File: src/logic/adcraf_defines.vh
// constants for the converter result accumulator and formatter
`ifndef ADCRAF_DEFINES_VH
`define ADCRAF_DEFINES_VH
// justify_shift_select encodings
`define ADCRAF_JST_RIGHT      3'h0
`define ADCRAF_JST_SHR1       3'h1
`define ADCRAF_JST_SHR2       3'h2
`define ADCRAF_JST_SHR3       3'h3
`define ADCRAF_JST_LEFT       3'h4
// repeat_count_select encodings: 1,4,8,16,32,64
`define ADCRAF_RPT_1          3'h0
`define ADCRAF_RPT_4          3'h1
`define ADCRAF_RPT_8          3'h2
`define ADCRAF_RPT_16         3'h3
`define ADCRAF_RPT_32         3'h4
`define ADCRAF_RPT_64         3'h5
// widths
`define ADCRAF_CODE_W         10
`define ADCRAF_ACC_W          16
`define ADCRAF_DIV_W          5
// conversion length in converter clocks, sample plus bits
`define ADCRAF_CONV_CLKS      5'h0D
// series lengths in conversions
`define ADCRAF_CNT_1          7'h01
`define ADCRAF_CNT_4          7'h04
`define ADCRAF_CNT_8          7'h08
`define ADCRAF_CNT_16         7'h10
`define ADCRAF_CNT_32         7'h20
`define ADCRAF_CNT_64         7'h40
// significant bits of the sum per series length
`define ADCRAF_SUM_W_1        5'h0A
`define ADCRAF_SUM_W_4        5'h0C
`define ADCRAF_SUM_W_8        5'h0D
`define ADCRAF_SUM_W_16       5'h0E
`define ADCRAF_SUM_W_32       5'h0F
`define ADCRAF_SUM_W_64       5'h10
// left layout keeps the top ten bits
`define ADCRAF_LEFT_MASK      16'hFFC0
// reset values
`define ADCRAF_RESULT_HI_RST  8'h00
`define ADCRAF_RESULT_LO_RST  8'h00
`endif

File: src/logic/adcraf_top.v
// result formatting, accumulation and sequencing for the successive-approximation converter
`timescale 1ns/10ps
`include "adcraf_defines.vh"

// What this block does
// - end of conversion loads high/low result bytes
// - justify field: 000 right, 100 left
// - single conversions presented as 10-bit unsigned
// - code zero to full scale, midscale 0x0200
// - unused result bits read as zero
// - accumulated sum loaded only after final conversion
// - sums of 4 to 64 samples, unsigned
// - repeat count set by accumulator config field
// - sum may shift right one to three
// - accumulation is a plain sum
// - burst off: clock divides system clock
// - burst on: clock divides low-power oscillator
// - divide ratio from converter config field
// - supports up to 300 ksps conversions
// - done flag only after full series
// - window compare only after full series
// - burst: one start runs whole series
module adcraf_top
(
    // clock and reset
    input  wire        I_CLK,
    input  wire        I_SYS_RST,
    // converter configuration
    input  wire [2:0]  I_JUSTIFY_SHIFT_SELECT,
    input  wire [2:0]  I_REPEAT_COUNT_SELECT,
    input  wire        I_BURST_ENABLE,
    input  wire [4:0]  I_CONVERTER_CLOCK_DIVIDER,
    input  wire        I_LP_OSC_TICK,
    // window limits
    input  wire [15:0] I_WINDOW_LOW,
    input  wire [15:0] I_WINDOW_HIGH,
    // conversion control and analog back end
    input  wire        I_START,
    input  wire        I_FLAG_CLEAR,
    input  wire [9:0]  I_CODE,
    // results
    output reg  [7:0]  O_RESULT_HIGH_BYTE,
    output reg  [7:0]  O_RESULT_LOW_BYTE,
    output reg         O_CONVERSION_DONE_FLAG,
    output reg         O_WINDOW_HIT,
    output wire        O_BUSY,
    output wire        O_CONVERTER_CLOCK
);
    // =====================================================
    // states
    localparam ST_IDLE = 2'h0;
    localparam ST_CONV = 2'h1;
    localparam ST_WAIT = 2'h2;

    reg  [1:0]  state_q;
    reg  [1:0]  state_d;
    reg  [4:0]  clk_cnt_q;
    reg  [4:0]  clk_cnt_d;
    reg  [6:0]  done_cnt_q;
    reg  [6:0]  done_cnt_d;
    reg  [15:0] acc_q;
    reg  [15:0] acc_d;
    reg  [2:0]  rpt_sel_q;
    reg  [2:0]  rpt_sel_d;
    reg         series_end_q;
    reg         series_end_d;
    reg  [6:0]  target;
    reg  [4:0]  sum_w;
    reg  [15:0] fmt;
    reg  [1:0]  shift_amt;
    reg         left_sel;
    wire        conv_tick;
    wire        conv_end;
    wire [15:0] acc_next;
    wire        last;
    wire [4:0]  used_w;
    wire [15:0] keep_mask;
    wire [15:0] fmt_clean;
    wire        above_low;
    wire        below_high;
    wire        in_window;

    // =====================================================
    // converter clock
    adcraf_clkdiv u_clkdiv
    (
        .i_clk          (I_CLK),
        .i_rst          (I_SYS_RST),
        .i_lp_tick      (I_LP_OSC_TICK),
        .i_burst_enable (I_BURST_ENABLE),
        .i_divider      (I_CONVERTER_CLOCK_DIVIDER),
        .o_tick         (conv_tick)
    );
    assign O_CONVERTER_CLOCK = conv_tick;
    assign O_BUSY            = (state_q != ST_IDLE);

    // =====================================================
    // repeat count decode, latched at series start
    always @*
    begin
        case (rpt_sel_q)
            `ADCRAF_RPT_4:
            begin
                target = `ADCRAF_CNT_4;
                sum_w  = `ADCRAF_SUM_W_4;
            end
            `ADCRAF_RPT_8:
            begin
                target = `ADCRAF_CNT_8;
                sum_w  = `ADCRAF_SUM_W_8;
            end
            `ADCRAF_RPT_16:
            begin
                target = `ADCRAF_CNT_16;
                sum_w  = `ADCRAF_SUM_W_16;
            end
            `ADCRAF_RPT_32:
            begin
                target = `ADCRAF_CNT_32;
                sum_w  = `ADCRAF_SUM_W_32;
            end
            `ADCRAF_RPT_64:
            begin
                target = `ADCRAF_CNT_64;
                sum_w  = `ADCRAF_SUM_W_64;
            end
            default:
            begin
                target = `ADCRAF_CNT_1;
                sum_w  = `ADCRAF_SUM_W_1;
            end
        endcase
    end

    // =====================================================
    // conversion timing
    assign conv_end = conv_tick && (clk_cnt_q == `ADCRAF_CONV_CLKS - 5'h01);
    assign acc_next = acc_q + {6'h00, I_CODE};
    assign last     = (done_cnt_q + 7'h01) >= target;

    // =====================================================
    // sequencer next state
    always @*
    begin
        state_d      = state_q;
        clk_cnt_d    = clk_cnt_q;
        done_cnt_d   = done_cnt_q;
        acc_d        = acc_q;
        rpt_sel_d    = rpt_sel_q;
        series_end_d = 1'b0;
        case (state_q)
            ST_IDLE:
            begin
                if (I_START)
                begin
                    acc_d      = 16'h0000;
                    done_cnt_d = 7'h00;
                    clk_cnt_d  = 5'h00;
                    rpt_sel_d  = I_REPEAT_COUNT_SELECT;
                    state_d    = ST_CONV;
                end
            end
            ST_CONV:
            begin
                if (conv_end)
                begin
                    clk_cnt_d  = 5'h00;
                    acc_d      = acc_next;
                    done_cnt_d = done_cnt_q + 7'h01;
                    if (last)
                    begin
                        series_end_d = 1'b1;
                        state_d      = ST_IDLE;
                    end
                    else if (!I_BURST_ENABLE)
                    begin
                        state_d = ST_WAIT;
                    end
                end
                else if (conv_tick)
                begin
                    clk_cnt_d = clk_cnt_q + 5'h01;
                end
            end
            ST_WAIT:
            begin
                if (I_START)
                begin
                    state_d = ST_CONV;
                end
            end
            default:
            begin
                state_d = ST_IDLE;
            end
        endcase
    end

    // =====================================================
    // sequencer registers
    always @(posedge I_CLK)
    begin
        if (I_SYS_RST)
        begin
            state_q      <= ST_IDLE;
            clk_cnt_q    <= 5'h00;
            done_cnt_q   <= 7'h00;
            acc_q        <= 16'h0000;
            rpt_sel_q    <= `ADCRAF_RPT_1;
            series_end_q <= 1'b0;
        end
        else
        begin
            state_q      <= state_d;
            clk_cnt_q    <= clk_cnt_d;
            done_cnt_q   <= done_cnt_d;
            acc_q        <= acc_d;
            rpt_sel_q    <= rpt_sel_d;
            series_end_q <= series_end_d;
        end
    end

    // =====================================================
    // result formatting
    always @*
    begin
        case (I_JUSTIFY_SHIFT_SELECT)
            `ADCRAF_JST_RIGHT:
            begin
                fmt       = acc_q;
                shift_amt = 2'h0;
                left_sel  = 1'b0;
            end
            `ADCRAF_JST_SHR1:
            begin
                fmt       = {1'b0, acc_q[15:1]};
                shift_amt = 2'h1;
                left_sel  = 1'b0;
            end
            `ADCRAF_JST_SHR2:
            begin
                fmt       = {2'h0, acc_q[15:2]};
                shift_amt = 2'h2;
                left_sel  = 1'b0;
            end
            `ADCRAF_JST_SHR3:
            begin
                fmt       = {3'h0, acc_q[15:3]};
                shift_amt = 2'h3;
                left_sel  = 1'b0;
            end
            `ADCRAF_JST_LEFT:
            begin
                fmt       = {acc_q[9:0], 6'h00};
                shift_amt = 2'h0;
                left_sel  = 1'b1;
            end
            default:
            begin
                fmt       = acc_q;
                shift_amt = 2'h0;
                left_sel  = 1'b0;
            end
        endcase
    end

    // =====================================================
    // zero fill of bits the layout leaves unused
    assign used_w    = sum_w - {3'h0, shift_amt};
    assign keep_mask = left_sel ? `ADCRAF_LEFT_MASK : ~(16'hFFFF << used_w);

    genvar g_bit;
    generate
        for (g_bit = 0; g_bit < `ADCRAF_ACC_W; g_bit = g_bit + 1)
        begin : g_zero_fill
            assign fmt_clean[g_bit] = fmt[g_bit] & keep_mask[g_bit];
        end
    endgenerate

    // =====================================================
    // window comparator on the presented result
    assign above_low  = (fmt_clean >= I_WINDOW_LOW);
    assign below_high = (fmt_clean <= I_WINDOW_HIGH);
    assign in_window  = above_low && below_high;

    // =====================================================
    // result registers and done flag
    always @(posedge I_CLK)
    begin
        if (I_SYS_RST)
        begin
            O_RESULT_HIGH_BYTE     <= `ADCRAF_RESULT_HI_RST;
            O_RESULT_LOW_BYTE      <= `ADCRAF_RESULT_LO_RST;
            O_CONVERSION_DONE_FLAG <= 1'b0;
            O_WINDOW_HIT           <= 1'b0;
        end
        else
        begin
            // bytes and window verdict move only at series end
            if (series_end_q)
            begin
                O_RESULT_HIGH_BYTE <= fmt_clean[15:8];
                O_RESULT_LOW_BYTE  <= fmt_clean[7:0];
                O_WINDOW_HIT       <= in_window;
            end
            // set wins over clear
            if (series_end_q)
            begin
                O_CONVERSION_DONE_FLAG <= 1'b1;
            end
            else if (I_FLAG_CLEAR)
            begin
                O_CONVERSION_DONE_FLAG <= 1'b0;
            end
        end
    end
endmodule // adcraf_top

File: src/logic/adcraf_clkdiv.v
// converter clock divider with selectable source
`timescale 1ns/10ps
module adcraf_clkdiv
(
    // clock and reset
    input  wire       i_clk,
    input  wire       i_rst,
    // source select and ratio
    input  wire       i_lp_tick,
    input  wire       i_burst_enable,
    input  wire [4:0] i_divider,
    // divided tick
    output reg        o_tick
);
    reg  [4:0] cnt_q;
    wire       src_tick;

    // burst mode counts low-power oscillator ticks, else every system clock
    assign src_tick = i_burst_enable ? i_lp_tick : 1'b1;

    always @(posedge i_clk)
    begin
        if (i_rst)
        begin
            cnt_q  <= 5'h00;
            o_tick <= 1'b0;
        end
        else
        begin
            o_tick <= 1'b0;
            if (src_tick)
            begin
                if (cnt_q >= i_divider)
                begin
                    cnt_q  <= 5'h00;
                    o_tick <= 1'b1;
                end
                else
                begin
                    cnt_q <= cnt_q + 5'h01;
                end
            end
        end
    end
endmodule // adcraf_clkdiv

File: config.mk
export PLATFORM = sky130hd
export DESIGN_NAME = adcraf_top
export DESIGN_NICKNAME = d
export VERILOG_FILES = /design/src/logic/adcraf_top.v /design/src/logic/adcraf_clkdiv.v
export VERILOG_INCLUDE_DIRS = /design/src /design/src/logic
export SDC_FILE = /design/constraint.sdc
export NUM_CORES = 1
export LEC_CHECK = 0
export ABC_AREA = 1
export BUFFER_PORTS_ARGS = -buffer_cell sky130_fd_sc_hd__buf_2
export CAP_MARGIN = 0
export CORE_MARGIN = 1.5
export CORE_UTILIZATION = 58
export DETAILED_ROUTE_END_ITERATION = 16
export MAX_ROUTING_LAYER = met4
export PLACE_DENSITY = 0.81
export SYNTH_ARGS = -nofsm -noshare
export SYNTH_HDL_FRONTEND = slang
export SYNTH_HIERARCHICAL = 1
export SYNTH_SLANG_ARGS = --single-unit
File: constraint.sdc
create_clock -name I_CLK -period 3.37 [get_ports I_CLK]
set_input_delay 0.337 -clock I_CLK [delete_from_list [all_inputs] [get_ports I_CLK]]
set_output_delay 0.337 -clock I_CLK [all_outputs]
set_load 0.02 [all_outputs]
# Yosys cells after proc, flatten, opt, wreduce, memory -nomap -nowiden
# Index checks and enable logic that the tools add are counted.
[totals] output_inout_bits=20 elab_cells=99 ff_bits=58 in_bits=59
[classes] magnitude_cmp=4 eq_ne=17 bitwise_logic=20 n_shift=1 reduce_logical=13 addsub=5 n_mux=27
[ops] cell="$pmux W16 S4" n=1
[ops] cell="$mux W16" n=3
[ops] cell="$pmux W7 S5" n=1
[ops] cell="$pmux W16 S2" n=1
[ops] cell="$pmux W5 S5" n=1
[ops] cell="$mux W5" n=4
[ops] cell="$add A16 B10 Y16" n=1
[ops] cell="$and A1 B1 Y1" n=16
[ops] cell="$ge A16 B16 Y1" n=1
[ops] cell="$le A16 B16 Y1" n=1
[ops] cell="$not A16 Y16" n=1
[ops] cell="$shl A16 B5 Y16 const A" n=1
[ops] cell="$mux W7" n=2
[ops] cell="$pmux W7 S2" n=1
[ops] cell="$eq A3 B2 Y1 const B" n=4
[ops] cell="$add A5 B1 Y5 const B" n=2
[ops] cell="$pmux W5 S2" n=1
[ops] cell="$eq A3 B3 Y1 const B" n=3
[ops] cell="$reduce_and A3 Y1" n=3
[ops] cell="$mux W2" n=4
[ops] cell="$add A7 B1 Y7 const B" n=1
[ops] cell="$ge A7 B7 Y1" n=1
[ops] cell="$eq A3 B1 Y1 const B" n=2
[ops] cell="$mux W1" n=6
[ops] cell="18 further kinds" n=25

# Depth between registers and ports, before layout
# Gate-level depths: netlist of the first run.
[depth] word_depth=9 depth_mapped=26 mapped_depth_nobuf=25

# Modules after synthesis
# Netlist of the first run, hierarchy kept.
[modules_own_cells] module="adcraf_top" cells_each=712 instances=1 seq_area_each_um2=1041.0 area_per_inst_um2=4606.9
[modules_own_cells] module="adcraf_clkdiv" cells_each=55 instances=1 seq_area_each_um2=120.1 area_per_inst_um2=407.9

# Worst setup path before layout of the first run
# No wires, ideal clock.
[synth_timing] path_kind="reg-to-reg" startpoint="reg rpt_sel_q[1]" endpoint="reg O_WINDOW_HIT" setup_time_ps=70 slack_ps=341 arrival_time_ps=2959 n_path_buf=0 stages_incl_launch_ff=21 synth_period_minus_slack_ps=3029 required_time_ps=3300 path_cell_list="dfxtp_1 inv_2 nand3_2 nand2_2 a21oi_1 nor2_1 inv_1 ha_1 a21oi_1 nand2_1 o22ai_4 nand2_4 nand3_1 inv_1 ha_1 nand2_1 nor3_1 nand3_1 nand3_1 nand2_1 a21oi_1"
[synth_via] elab_chain_len=9 elab_cells_between_ends=29 classes_between="add/sub (1); order compare (2); eq/ne (5); shift (1); mux (2); bitwise (17); reduce/logical (1)"
[synth_rtl] element="from (decl)" line_no="adcraf_top.v:63" text="reg [2:0] rpt_sel_q;"
[synth_rtl] element="from (signal assigned)" line_no="adcraf_top.v:209" text="rpt_sel_q <= `ADCRAF_RPT_1;"
[synth_rtl] element="from (signal assigned)" line_no="adcraf_top.v:218" text="rpt_sel_q <= rpt_sel_d;"
[synth_rtl] element="$eq A3 B3 Y1, or another cell as far along" line_no="adcraf_top.v:101" text="case (rpt_sel_q)"
[synth_rtl] element="$pmux W5 S5 *" line_no="adcraf_top.v:101"
[synth_rtl] element="$sub A5 B2 Y5 *" line_no="adcraf_top.v:269" text="assign used_w = sum_w - {3'h0, shift_amt};"
[synth_rtl] element="$shl A16 B5 Y16 *" line_no="adcraf_top.v:270" text="assign keep_mask = left_sel ? `ADCRAF_LEFT_MASK : ~(16'hFFFF << used_w);"
[synth_rtl] element="$not A16 Y16 *" line_no="adcraf_top.v:270"
[synth_rtl] element="$mux W16 *" line_no="adcraf_top.v:270"
[synth_rtl] element="$and A1 B1 Y1 *" line_no="adcraf_top.v:276" text="assign fmt_clean[g_bit] = fmt[g_bit] & keep_mask[g_bit];"
[synth_rtl] element="via fmt_clean[13]" line_no="adcraf_top.v:78" text="wire [15:0] fmt_clean;"
[synth_rtl] element="$ge A16 B16 Y1 or $le A16 B16 Y1 (tied branches)" line_no="adcraf_top.v:282, adcraf_top.v:283"
[synth_rtl] element="$logic_and A1 B1 Y1 *" line_no="adcraf_top.v:284" text="assign in_window = above_low && below_high;"
[synth_rtl] element="to (signal assigned)" line_no="adcraf_top.v:304" text="O_WINDOW_HIT <= in_window;"
[synth_rtl] element="to (decl)" line_no="adcraf_top.v:45" text="output reg O_WINDOW_HIT,"
# Mark *: on every way through the listed nets, which the timed path passes. The rest lies on a longest branch.
# A chain may end at the register's enable or synchronous reset.

# Final worst setup path of the first run
[layout_timing] startpoint="reg rpt_sel_q[2]" endpoint="reg O_WINDOW_HIT"
# Same word-level chain as after synthesis.

==> flow_metrics.py, run 1 <==
metrics = {
    "logic_synthesis": {
        "synth_seq_area_share": 0.232,
        "synth_top_area_frac": 0.232,
        "yosys.cell_types.count": 44,
        "post-synth-top-area-cell": "dfxtp_1",
        "synthTopCellsByCount": "176 x nand2_1, 124 x inv_1, 72 x a21oi_1",
        "synth-edff-count": 0,
        "avgSynthCellArea_um2": 6.54,
        "syn_area_um2": 5010,
        "synth_fp_nets": 887,
        "syn_inst": 767,
        "yosysMostFrequentCell": "nand2_1",
        "synth_area_leaders": "dfxtp_1 23%, ha_1 15%, nand2_1 13%, inv_1 9.3%, a21oi_1 7.2%",
        "synthFlopType": "dfxtp_1",
        "ys_seq_elements": 58,
        "async_flop_share": 0,
        "ys_warn_count": 6,
    },
    "setup_path": {
        "cp_data_required_time_ns": 3.57,
        "r2r-end": "O_WINDOW_HIT$_SDFFE_PP0P_",
        "endpoint_kind": "register",
        "crit_end": "O_WINDOW_HIT$_SDFFE_PP0P_",
        "r2r_slack_ns": 0.21,
        "path_class": "register to register",
        "crit_path_frequent_cell": "nand2_1",
        "path_max_fanout": 8,
        "crit_chain": "inv_4 -> nand2_1 -> nand2_2 -> a21oi_2 -> nor2_2 -> buf_4 -> fa_2 -> inv_1 -> nand2_1 -> nand2_2 -> nand3_1 -> nand3_1 -> inv_1 -> ha_1 -> nand4_1 -> nor3_1 -> nand2_1 -> nand2_1 -> nand2_1 -> nand2_1 -> a21oi_1",
        "worst_r2r_path_depth": 21,
        "cpPeakStageDelay_ns": 0.40,
        "r2r-start": "rpt_sel_q[2]$_SDFFE_PP0P_",
        "critPathSlowestCell": "dfxtp_2",
        "cp-start-kind": "register",
        "cp.arrival_ns": 3.36,
        "startpoint": "rpt_sel_q[2]$_SDFFE_PP0P_",
    },
    "clock_network": {
        "cts_tree": "done",
        "root_buffer": "clkbuf_8",
        "clockBufferDepth": 2,
        "htreeDepth": 3,
        "cts_sinks": 58,
        "clk_latency_ns": 0.35,
        "cts.reportedPaths.clkPinSlew_ns": 0.08,
        "cts_buffers": 9,
    },
    "final_layout": {
        "nets": 970,
        "areaGrowthSynthToFinish_pct": 15.9,
        "final_area_um2": 5810,
        "fillers": 745,
        "n_antenna_cell": 0,
        "layout-drive-gt1-share": 0.189,
        "fin_cells": 960,
    },
    "floorplanning": {
        "die_h_um": 96.0,
        "start_util": 0.604,
        "fp-row-count": 33,
        "chipWidth_um": 96.0,
        "die_area_um2": 9210,
        "core_area_um2": 8300,
        "pin_count": 79,
    },
    "sta": {
        "hold_violations": 0,
        "tightest_slew_ns": 1.17,
        "drv_slew": 0,
        "fmax_ghz": 0.317,
        "fin_skew_ns": 0.0101,
        "setup_viol": 0,
        "fin_ws_ns": 0.213,
        "holdWs_ns": 0.277,
        "max_slew_margin": 0.222,
        "fin_tns_setup_ns": 0,
        "period_minus_slack_ns": 3.16,
        "post-route-period-util": 0.937,
    },
    "detailed_routing": {
        "vias_per_cell": 5.49,
        "ant_nets": 0,
        "drtIter0Drc": 342,
        "drcViolationCount": 0,
        "wl_per_cell_um": 14.0,
        "via_count": 5270,
        "wirelength_mm": 13.4,
        "drt_first_pass_iters": 5,
    },
    "global_routing": {
        "grt_pass1_vias": 4798,
        "grt_pass1_wl_mm": 20.9,
        "grt_max_degree": 36,
        "antenna_found_initial": 0,
        "grt_usage": 0.301,
        "grt_remaining_overflow": 0,
    },
    "placement": {
        "dp_hpwl_mm": 10.3,
        "post-place-ws_ns": -0.109,
        "place_congestion": 0.919,
        "dpl-instance-area_um2": 5500,
        "portBuffers": 78,
        "place_inst": 939,
    },
    "power_and_ir_drop": {
        "power.density_nw_per_um2": 317,
        "ir_drop_mv": 0.277,
        "leakagePower_uw": 0.00306,
    },
    "flow_run": {
        "maxCapViolations": 0,
    },
    "run_status": {
        "status": "complete, no violations",
    },
    "min_path": {
        "min_path_type": "input port to register",
    },
}
worst min path at each step:
stage	depth (start not counted)	end	start	slack (ns)
after detailed placement	2	O_RESULT_HIGH_BYTE[7]$_SDFFE_PP0P_	O_RESULT_HIGH_BYTE[7]$_SDFFE_PP0P_	0.47
after CTS	3	rpt_sel_q[0]$_SDFFE_PP0P_	I_REPEAT_COUNT_SELECT[0]	0.28
after global routing	3	state_q[0]$_SDFFE_PP0P_	I_START	0.29
after floorplan	1	u_clkdiv/o_tick$_SDFF_PP0_	I_SYS_RST	0.41
final	3	state_q[0]$_SDFFE_PP0P_	I_START	0.28
after global placement	2	O_RESULT_HIGH_BYTE[7]$_SDFFE_PP0P_	O_RESULT_HIGH_BYTE[7]$_SDFFE_PP0P_	0.46
repair_timing:
action | in CTS | in global routing
pin swaps | 0 | 6
gates resized for setup | 3 | 15
hold buffers | 0 | 0
endpoints found under the setup margin | 1 | 1
setup buffers | 0 | 5
state kept, by name (all words and copies together) (netlist names):
register / count
state_q: 2
u_clkdiv/cnt_q: 5
O_RESULT_HIGH_BYTE: 8
O_RESULT_LOW_BYTE: 8
done_cnt_q: 7
acc_q: 16
O_WINDOW_HIT: 1
series_end_q: 1
rpt_sel_q: 3
u_clkdiv/o_tick: 1
clk_cnt_q: 5
O_CONVERSION_DONE_FLAG: 1
power breakdown:
part	switching, uW	internal, uW	total [uW]
sequential	13.7	695	709
combinational	252	145	397
clock	323	415	738
final cells by class:
type                            instances  area (um^2)  share of cell area
Clock buffer                            9          124              0.0213
Clock inverter                          7         93.8              0.0161
Inverter                              133          507              0.0872
Multi-Input combinational cell        560         3320               0.571
Sequential cell                        58         1170               0.201
Tap cell                              105          131              0.0226
Timing Repair Buffer                   88          469              0.0807
through the flow:
step	total power, uW	utilization
floorplan	976	-
global placement	1070	0.662
detailed placement	1090	0.662
CTS	1820	0.690
global route	1920	0.701
finish	1840	0.701
cell usage in the layout (no fill, tap or decap), types with 3 or more instances in the layout:
master	netlist	routed
nor2_1	63	62
nand2_1	176	174
xor2_1	7	7
clkbuf_8	0	9
nor2_2	4	5
ha_1	59	58
nor3_1	4	4
o21ai_0	46	46
xnor2_1	3	3
nand3b_1	7	7
dfxtp_1	58	55
inv_2	8	7
buf_2	5	78
nand4_1	5	5
nand3_2	13	14
inv_4	1	3
nand2_2	7	9
nand2_4	3	3
nand3_1	48	46
o22ai_1	19	19
buf_4	1	9
inv_1	124	123
a21oi_1	72	70
cells by family after synthesis:
group	share of synthesized area
muxes	0.00200
xor gates and xnor gates	0.0175
AOI/OAI and AO/OA	0.164
DFF	0.232
adders and majority gates	0.155
buffers and inverters	0.116
and+or+nand+nor	0.314
per-layer routing:
metal | vias to the layer above | wire length [um] | global-route usage
li1 | 2666 | - | -
met3 | 32 | 770 | 0.0450
met1 | 2372 | 5720 | 0.347
met2 | 200 | 6490 | 0.513
met5 | - | 0 | -
met4 | 0 | 429 | 0.135
worst max-delay path, delay by kind of cell (launching register included):
family | cells | cell delay, ns
DFF | 1 | 0.40
buffers and inverters | 4 | 0.38
adders and majority gates | 2 | 0.71
AOI/OAI and AO/OA | 2 | 0.22
and+or+nand+nor | 13 | 1.31
Note: power is estimated with default switching activity, not from simulation.
==> inputs of run 2 (changes only) <==
--- a/config.mk
+++ b/config.mk
@@ -9,11 +9,14 @@
 export ABC_AREA = 1
 export BUFFER_PORTS_ARGS = -buffer_cell sky130_fd_sc_hd__buf_2
 export CAP_MARGIN = 0
+export CELL_PAD_IN_SITES_DETAIL_PLACEMENT = 1
+export CELL_PAD_IN_SITES_GLOBAL_PLACEMENT = 1
 export CORE_MARGIN = 1.5
-export CORE_UTILIZATION = 58
+export CORE_UTILIZATION = 41
 export DETAILED_ROUTE_END_ITERATION = 16
 export MAX_ROUTING_LAYER = met4
-export PLACE_DENSITY = 0.81
+export PLACE_DENSITY_LB_ADDON = 0.1
+export REMOVE_ABC_BUFFERS = 1
 export SYNTH_ARGS = -nofsm -noshare
 export SYNTH_HDL_FRONTEND = slang
 export SYNTH_HIERARCHICAL = 1
==> flow_metrics.py, run 2 (synthesis gave the netlist of run 1 again) <==
metrics = {
    "power_and_ir_drop": {
        "swShare": 0.290,
        "power_uw": 2120,
        "p_clk_frac": 0.470,
        "power_frac_seq": 0.335,
        "p_int_uw": 1510,
        "p_switching_uw": 615,
        "power.density_nw_per_um2": 351,
        "power_frac_comb": 0.195,
        "ir_drop_mv": 0.205,
        "leakagePower_uw": 0.00311,
    },
    "setup_path": {
        "cp.depth": 19,
        "critPathTopFamily": "compound AO/OA/AOI/OAI gates",
        "crit_buf_inv": 4,
        "cp-start-kind": "register",
        "crit_path_frequent_cell": "a21oi_1",
        "cpPeakStageDelay_ns": 0.40,
        "worst_r2r_path_depth": 19,
        "cp_data_required_time_ns": 3.55,
        "path_class": "register to register",
        "crit_chain": "inv_4 -> nand2_2 -> nand2_4 -> a21oi_2 -> nor2_2 -> buf_4 -> fa_2 -> o21ai_1 -> inv_1 -> nand2_1 -> nand3_4 -> inv_1 -> ha_1 -> a21oi_1 -> o21ai_1 -> a21oi_1 -> nand3_1 -> nand2_1 -> a21oi_1",
        "path_max_fanout": 7,
        "endpoint_kind": "register",
        "cp.arrival_ns": 3.39,
        "critPathSlowestCell": "dfxtp_2",
    },
    "global_routing": {
        "grt_usage": 0.252,
        "antenna_found_initial": 0,
        "grt_pass1_wl_mm": 25.1,
        "grt_pass1_vias": 5410,
        "grt_remaining_overflow": 0,
        "grt_max_degree": 36,
    },
    "detailed_routing": {
        "wl_per_cell_um": 15.5,
        "wirelength_mm": 15.6,
        "vias_per_cell": 5.23,
        "drt_first_pass_iters": 4,
        "drtIter0Drc": 144,
        "drcViolationCount": 0,
        "ant_nets": 0,
        "via_count": 5241,
    },
    "final_layout": {
        "layout-drive-gt1-share": 0.201,
        "seq_area_um2": 1170,
        "multi_input_area_um2": 3410,
        "largest_register_ffs": 16,
        "n_antenna_cell": 0,
        "top_register": "acc_q",
        "fillers": 1626,
        "nets": 970,
        "areaGrowthSynthToFinish_pct": 20.7,
        "layout_common_cells": "172 x nand2_1, 121 x inv_1, 78 x buf_2, 70 x a21oi_1, 61 x nor2_1",
        "final_util": 0.506,
        "layout_commonest_cell": "nand2_1",
        "reg.largest.list": "acc_q (16), O_RESULT_HIGH_BYTE (8), O_RESULT_LOW_BYTE (8)",
        "fin_cells": 1002,
    },
    "floorplanning": {
        "die_area_um2": 12900,
        "fp-row-count": 40,
        "die_h_um": 114,
        "start_util": 0.419,
        "core_area_um2": 12000,
        "pin_count": 79,
        "chipWidth_um": 114,
    },
    "placement": {
        "dp_hpwl_mm": 12.3,
        "place_inst": 980,
        "portBuffers": 78,
        "place_congestion": 0.853,
    },
    "sta": {
        "fmax_ghz": 0.312,
        "fin_skew_ns": 0.00468,
        "tightest_slew_ns": 1.12,
        "setup_viol": 0,
        "post-route-period-util": 0.953,
        "hold_violations": 0,
        "fin_tns_setup_ns": 0,
        "max_slew_margin": 0.254,
        "period_minus_slack_ns": 3.21,
        "drv_slew": 0,
    },
    "flow_run": {
        "maxCapViolations": 0,
    },
    "clock_network": {
        "cts_tree": "done",
        "cts_buffers": 9,
        "cts_sinks": 58,
        "holdBufCountCts": 0,
        "clk_latency_ns": 0.34,
        "root_buffer": "clkbuf_16",
        "cts.reportedPaths.clkPinSlew_ns": 0.05,
        "htreeDepth": 3,
        "clockBufferDepth": 2,
    },
    "min_path": {
        "min_path_type": "input port to register",
        "worst_hold_path.num_cells": 3,
    },
    "run_status": {
        "status": "complete, no violations",
    },
}
-- run 2: cell count changes in the layout (fill, tap and decap cells not counted), sizes merged --
cell and delta:
clkbuf +2, clkinv -1, clkinvlp -1
-- run 2: area by class of cell --
type,instances,share of cell area
multi-input cells,560,0.563
flip-flops and latches,58,0.193
inverters,133,0.0837
repair buffers,88,0.0769
clock buffers,11,0.0401
well taps,147,0.0304
clock inverters,5,0.0128
-- run 2: worst reg2reg max path, cell delays in order, from the launching register on --
cell     delay, ns
dfxtp_2       0.40
inv_4         0.07
nand2_2       0.11
nand2_4       0.07
a21oi_2       0.16
nor2_2        0.07
buf_4         0.13
fa_2          0.40
o21ai_1       0.20
inv_1         0.16
nand2_1       0.15
nand3_4       0.09
inv_1         0.13
ha_1          0.28
a21oi_1       0.16
o21ai_1       0.11
a21oi_1       0.14
nand3_1       0.09
nand2_1       0.07
a21oi_1       0.05
-- run 2: through the flow --
step / hold slack (ns) / worst slack (ns) / instance area, um^2
2_1_floorplan: 0.406 / 0.325 / 4940
3_3_place_gp: 0.465 / 0.143 / 5540
3_5_place_dp: 0.475 / -0.0982 / 5540
4_1_cts: 0.296 / 0.00162 / 5870
5_1_grt: 0.300 / -0.0892 / 6050
6_report: 0.296 / 0.160 / 6050
-- run 2: layer usage --
metal | vias up | share of wire | GRT usage
li1 | 2659 | - | -
met1 | 2484 | 0.43 | 0.279
met2 | 82 | 0.53 | 0.461
met3 | 16 | 0.032 | 0.0430
met4 | 0 | 0.012 | 0.0750
met5 | - | 0 | -
-- run 2: timing repair --
item                       4_1_cts  5_1_grt
gates resized for setup          2       32
setup endpoints to repair        1        1
buffers inserted                 0        6
pin swaps                        1       11
-- run 2: final timing paths --
kind	start	endpoint	slack (ns)
min reg2reg	O_RESULT_HIGH_BYTE[7]$_SDFFE_PP0P_	O_RESULT_HIGH_BYTE[7]$_SDFFE_PP0P_	0.48
min	I_START	state_q[0]$_SDFFE_PP0P_	0.30
max reg2reg	rpt_sel_q[2]$_SDFFE_PP0P_	O_WINDOW_HIT$_SDFFE_PP0P_	0.16
max	rpt_sel_q[2]$_SDFFE_PP0P_	O_WINDOW_HIT$_SDFFE_PP0P_	0.16
-- run 2: power by group through the flow --
| stage | Combinational [uW] | Sequential (uW) | Clock [uW] |
|---|---|---|---|
| floorplan | 248 | 721 | 0 |
| global placement | 354 | 722 | 0 |
| detailed placement | 373 | 723 | 0 |
| CTS | 375 | 709 | 1010 |
| global route | 466 | 711 | 1050 |
| finish | 414 | 711 | 997 |
